**src/include/compat_defs.vh**
```
`ifndef COMPAT_DEFS_VH
`define COMPAT_DEFS_VH

// ---------------------------------------------------------------
// exception vectors
// ---------------------------------------------------------------
`define VEC_INVALID_OPCODE     8'h06
`define VEC_GENERAL_PROT       8'h0D

// ---------------------------------------------------------------
// address formation and limits
// ---------------------------------------------------------------
`define SEG_SHIFT              4
`define OFFSET_LIMIT           32'h0000FFFF
`define BITMAP_PTR_OFFSET      32'h00000066
`define BITMAP_PTR_MAX         16'hDFFF
`define COMPAT_CPL             2'h3

// ---------------------------------------------------------------
// flags image field positions
// ---------------------------------------------------------------
`define FLAG_TF_BIT            8
`define FLAG_IF_BIT            9
`define FLAG_MODE_BIT          17

// ---------------------------------------------------------------
// instruction class codes from the decoder
// ---------------------------------------------------------------
`define CLS_NONE               5'h00
`define CLS_PRIV               5'h01
`define CLS_PROT_ONLY          5'h02
`define CLS_INT_N              5'h03
`define CLS_INT3               5'h04
`define CLS_INTO               5'h05
`define CLS_BOUND              5'h06
`define CLS_STI                5'h07
`define CLS_CLI                5'h08
`define CLS_PUSH_FLAGS_INSTR              5'h09
`define CLS_POP_FLAGS_INSTR               5'h0A
`define CLS_INTERRUPT_RETURN_INSTR               5'h0B
`define CLS_IO                 5'h0C
`define CLS_MEM                5'h0D

// ---------------------------------------------------------------
// state machine codes, one-hot
// ---------------------------------------------------------------
`define ST_IDLE                5'b00001
`define ST_PTR_RD              5'b00010
`define ST_MAP_RD              5'b00100
`define ST_CHECK               5'b01000
`define ST_DONE                5'b10000

`endif

```
**src/hdl/io_bitmap_check.v**
```verilog
`timescale 1ns/100ps
`include "compat_defs.vh"

// checks the permission bits covering one port access against bitmap word
module io_bitmap_check (
  // access
  input  wire [15:0] port_addr,
  input  wire [2:0]  access_size,
  input  wire [15:0] map_word,
  // answer
  output reg         allowed
);

  integer i;
  reg [3:0] mask;
  reg [4:0] pos;

  // all bits for the addressed bytes must be zero
  always @* begin
    mask    = 4'h0;
    pos     = 5'h00;
    allowed = 1'b1;
    case (access_size)
      3'h1:    mask = 4'h1;
      3'h2:    mask = 4'h3;
      3'h4:    mask = 4'hF;
      default: mask = 4'hF;
    endcase
    for (i = 0; i < 4; i = i + 1) begin
      pos = {2'b00, port_addr[2:0]} + i[4:0];
      if (mask[i] && map_word[pos[3:0]]) begin
        allowed = 1'b0;
      end
    end
  end

endmodule

```
**config.mk**
```make
export PLATFORM = sky130hd
export DESIGN_NAME = io_bitmap_check
export DESIGN_NICKNAME = d
export VERILOG_FILES = /design/src/hdl/io_bitmap_check.v
export VERILOG_INCLUDE_DIRS = /design/src /design/src/include
export SDC_FILE = /design/constraint.sdc
export NUM_CORES = 1
export LEC_CHECK = 0
export ABC_AREA = 1
export BUFFER_PORTS_ARGS = -buffer_cell sky130_fd_sc_hd__buf_2
export CAP_MARGIN = 25
export CORE_MARGIN = 2
export CORE_UTILIZATION = 47
export DETAILED_ROUTE_END_ITERATION = 8
export PLACE_DENSITY = 0.87
export SLEW_MARGIN = 20
export SYNTH_ARGS = -nofsm -noshare
export SYNTH_HDL_FRONTEND = slang
export SYNTH_SLANG_ARGS = --single-unit
```
**constraint.sdc**
```tcl
create_clock -name vclk -period 1.85
set_clock_uncertainty 0.05 [all_clocks]
set_input_delay 0.0925 -clock vclk [all_inputs]
set_output_delay 0.0925 -clock vclk [all_outputs]
set_load 0.02 [all_outputs]
```
==> results.txt <==
Nets: 199
outcome: complete, no violations
DR vias/cell: 5.29
number of global-route vias before repair: 730
Final WS setup: 219 ps
WP data required: 1710 ps
Crit Path Class: input pin to output pin
CP endpoint kind: output pin
Critical Path AT: 1490 ps
largest net degree at the start of global routing: 20
Residual DRC: 0
number of routed nets with antenna violations: 0
PortBufs: 23
cell count after synthesis: 135
number of max-cap violations: 0
die width: 40.8 µm
starting density of the core: 0.497
Iter 0 DRT Violations: 26
Startpoint Class: input pin
layout cells sized above 1: 0.203
GRT overflow: 0
wire length per cell: 9.57 µm
top cells by area, synth: nand2_1 35%, nand3_1 27%, inv_1 11%, ha_1 7.8%, nand2_2 3.9%
routed wire length: 1660 µm
leading area contributor after synthesis: nand2_1
Final setup viols: 0
HP Class: input pin to output pin
Reg area: 0 µm²
CLK BUF: 0
Tot GR Track Use: 0.235
core area: 1280 µm²
# rows: 13
Net Count, Synth: 174
max_slew headroom: 0.833
DR vias: 916
routability-driven placement congestion ratio: 0.842
hold_buf cts: 0
mapped cell area: 638 µm²
diode count: 0
Ys Warns: 0
area share of the largest cell type after synthesis: 0.353
# resized after CTS: 0
post-synthesis sequential area ratio: 0
synthesized area per cell: 4.73 µm²
Max FO, Critical Path: 19
postcts setup bufs: 0
Pwr per Cell Area: 262 nW/µm²
LEAKAGE: 0.503 nW
drt pass-1 iters: 4
Setup TNS: 0 ps
Max Fclk: 613 MHz
Filler Cells Inserted: 133
fin crit share: 0.881
Yosys cell types: 14
fin. max-slew vios: 0
Seq Cell Count: 0
pre-CTS setup slack: 213 ps
Period minus WS final: 1630 ps
global-route wire length before repair: 2790 µm
RSZ-0062 raised after global routing: no
I/O pins: 36
die boundary height: 40.8 µm
endpoints failing hold: 0
area grow syn2layout: 20.2%
Final HPWL DP: 1360 µm
die area: 1670 µm²
Worst Tran Pin Value: 249 ps
initial antenna violation count: 0
VDD IR-drop max: 165 µV
## worst paths after layout
| kind | from | endpoint | slack [ps] | cells after the start |
|---|---|---|---|---|
| setup / recovery | port_addr[0] | allowed | 220 | 13 |
| hold / removal | access_size[2] | allowed | 660 | 7 |
## metal layers
layer | routed length, µm | global-route usage | vias to the layer above
met5 | 0 | 0 | -
met4 | 0 | 0 | 0
met3 | 65 | 0 | 0
met2 | 837 | 0.438 | 29
met1 | 753 | 0.317 | 409
li1 | - | - | 478
## cells in the final DEF, fill, tap and decap left out, types with 2 or more instances in the layout
master	Yosys	routed
nand2_2	4	4
a21oi_1	4	4
nand2_1	60	60
buf_2	1	23
inv_1	18	18
nor2_1	2	2
buf_4	1	4
nand3_1	35	35
ha_1	4	4
## Yosys cell counts
cell type	n
inv_6	1
nor2_1	2
nand3b_1	1
a21oi_1	4
buf_6	2
buf_2	1
nand2_2	4
inv_1	18
nand2_1	60
ha_1	4
xor2_1	1
buf_4	1
o31ai_1	1
nand3_1	35
## through the flow
step | util | hold WS, ps | instance area, µm² | total power [mW] | std cells
CTS | 0.597 | 668 | 767 | 0.200 | 173
global route | 0.597 | 727 | 767 | 0.230 | 173
detailed placement | 0.597 | 669 | 767 | 0.199 | 173
finish | 0.597 | 664 | 767 | 0.201 | 173
global placement | 0.597 | 654 | 767 | 0.193 | 173
floorplan | - | 423 | 638 | 0.139 | 135
## power breakdown
part	switching, mW	total [mW]	internal, mW	leakage, nW
clock	0	0	0	0
combinational	0.120	0.201	0.0816	0.503
sequential	0	0	0	0
total	0.120	0.201	0.0816	0.503
## cell type report
cell class | instances | area (µm²) | share of cell area
timing repair buffer | 27 | 145 | 0.189
multi-input combinational | 112 | 527 | 0.687
inverter | 19 | 76.3 | 0.0995
tap | 15 | 18.8 | 0.0245
## worst max-delay path, cell delays in order
cell	delay (ps)
buf_2	130
buf_4	200
ha_1	220
inv_1	60
nand2_1	40
nand2_1	110
inv_1	90
nand3_1	80
nand3_1	70
nand3_1	80
nand3_1	70
nor2_1	80
buf_2	160
## cell families after synthesis
| family | count (synthesis) | synth area share |
|---|---|---|
| AO/OA/AOI/OAI | 5 | 0.0431 |
| adder cells (fa/ha/maj) | 4 | 0.0784 |
| XOR/XNOR | 1 | 0.0137 |
| buffers and inverters | 23 | 0.174 |
| AND/OR/NAND/NOR | 102 | 0.690 |
No activity file was read; power rests on OpenSTA's default activity.
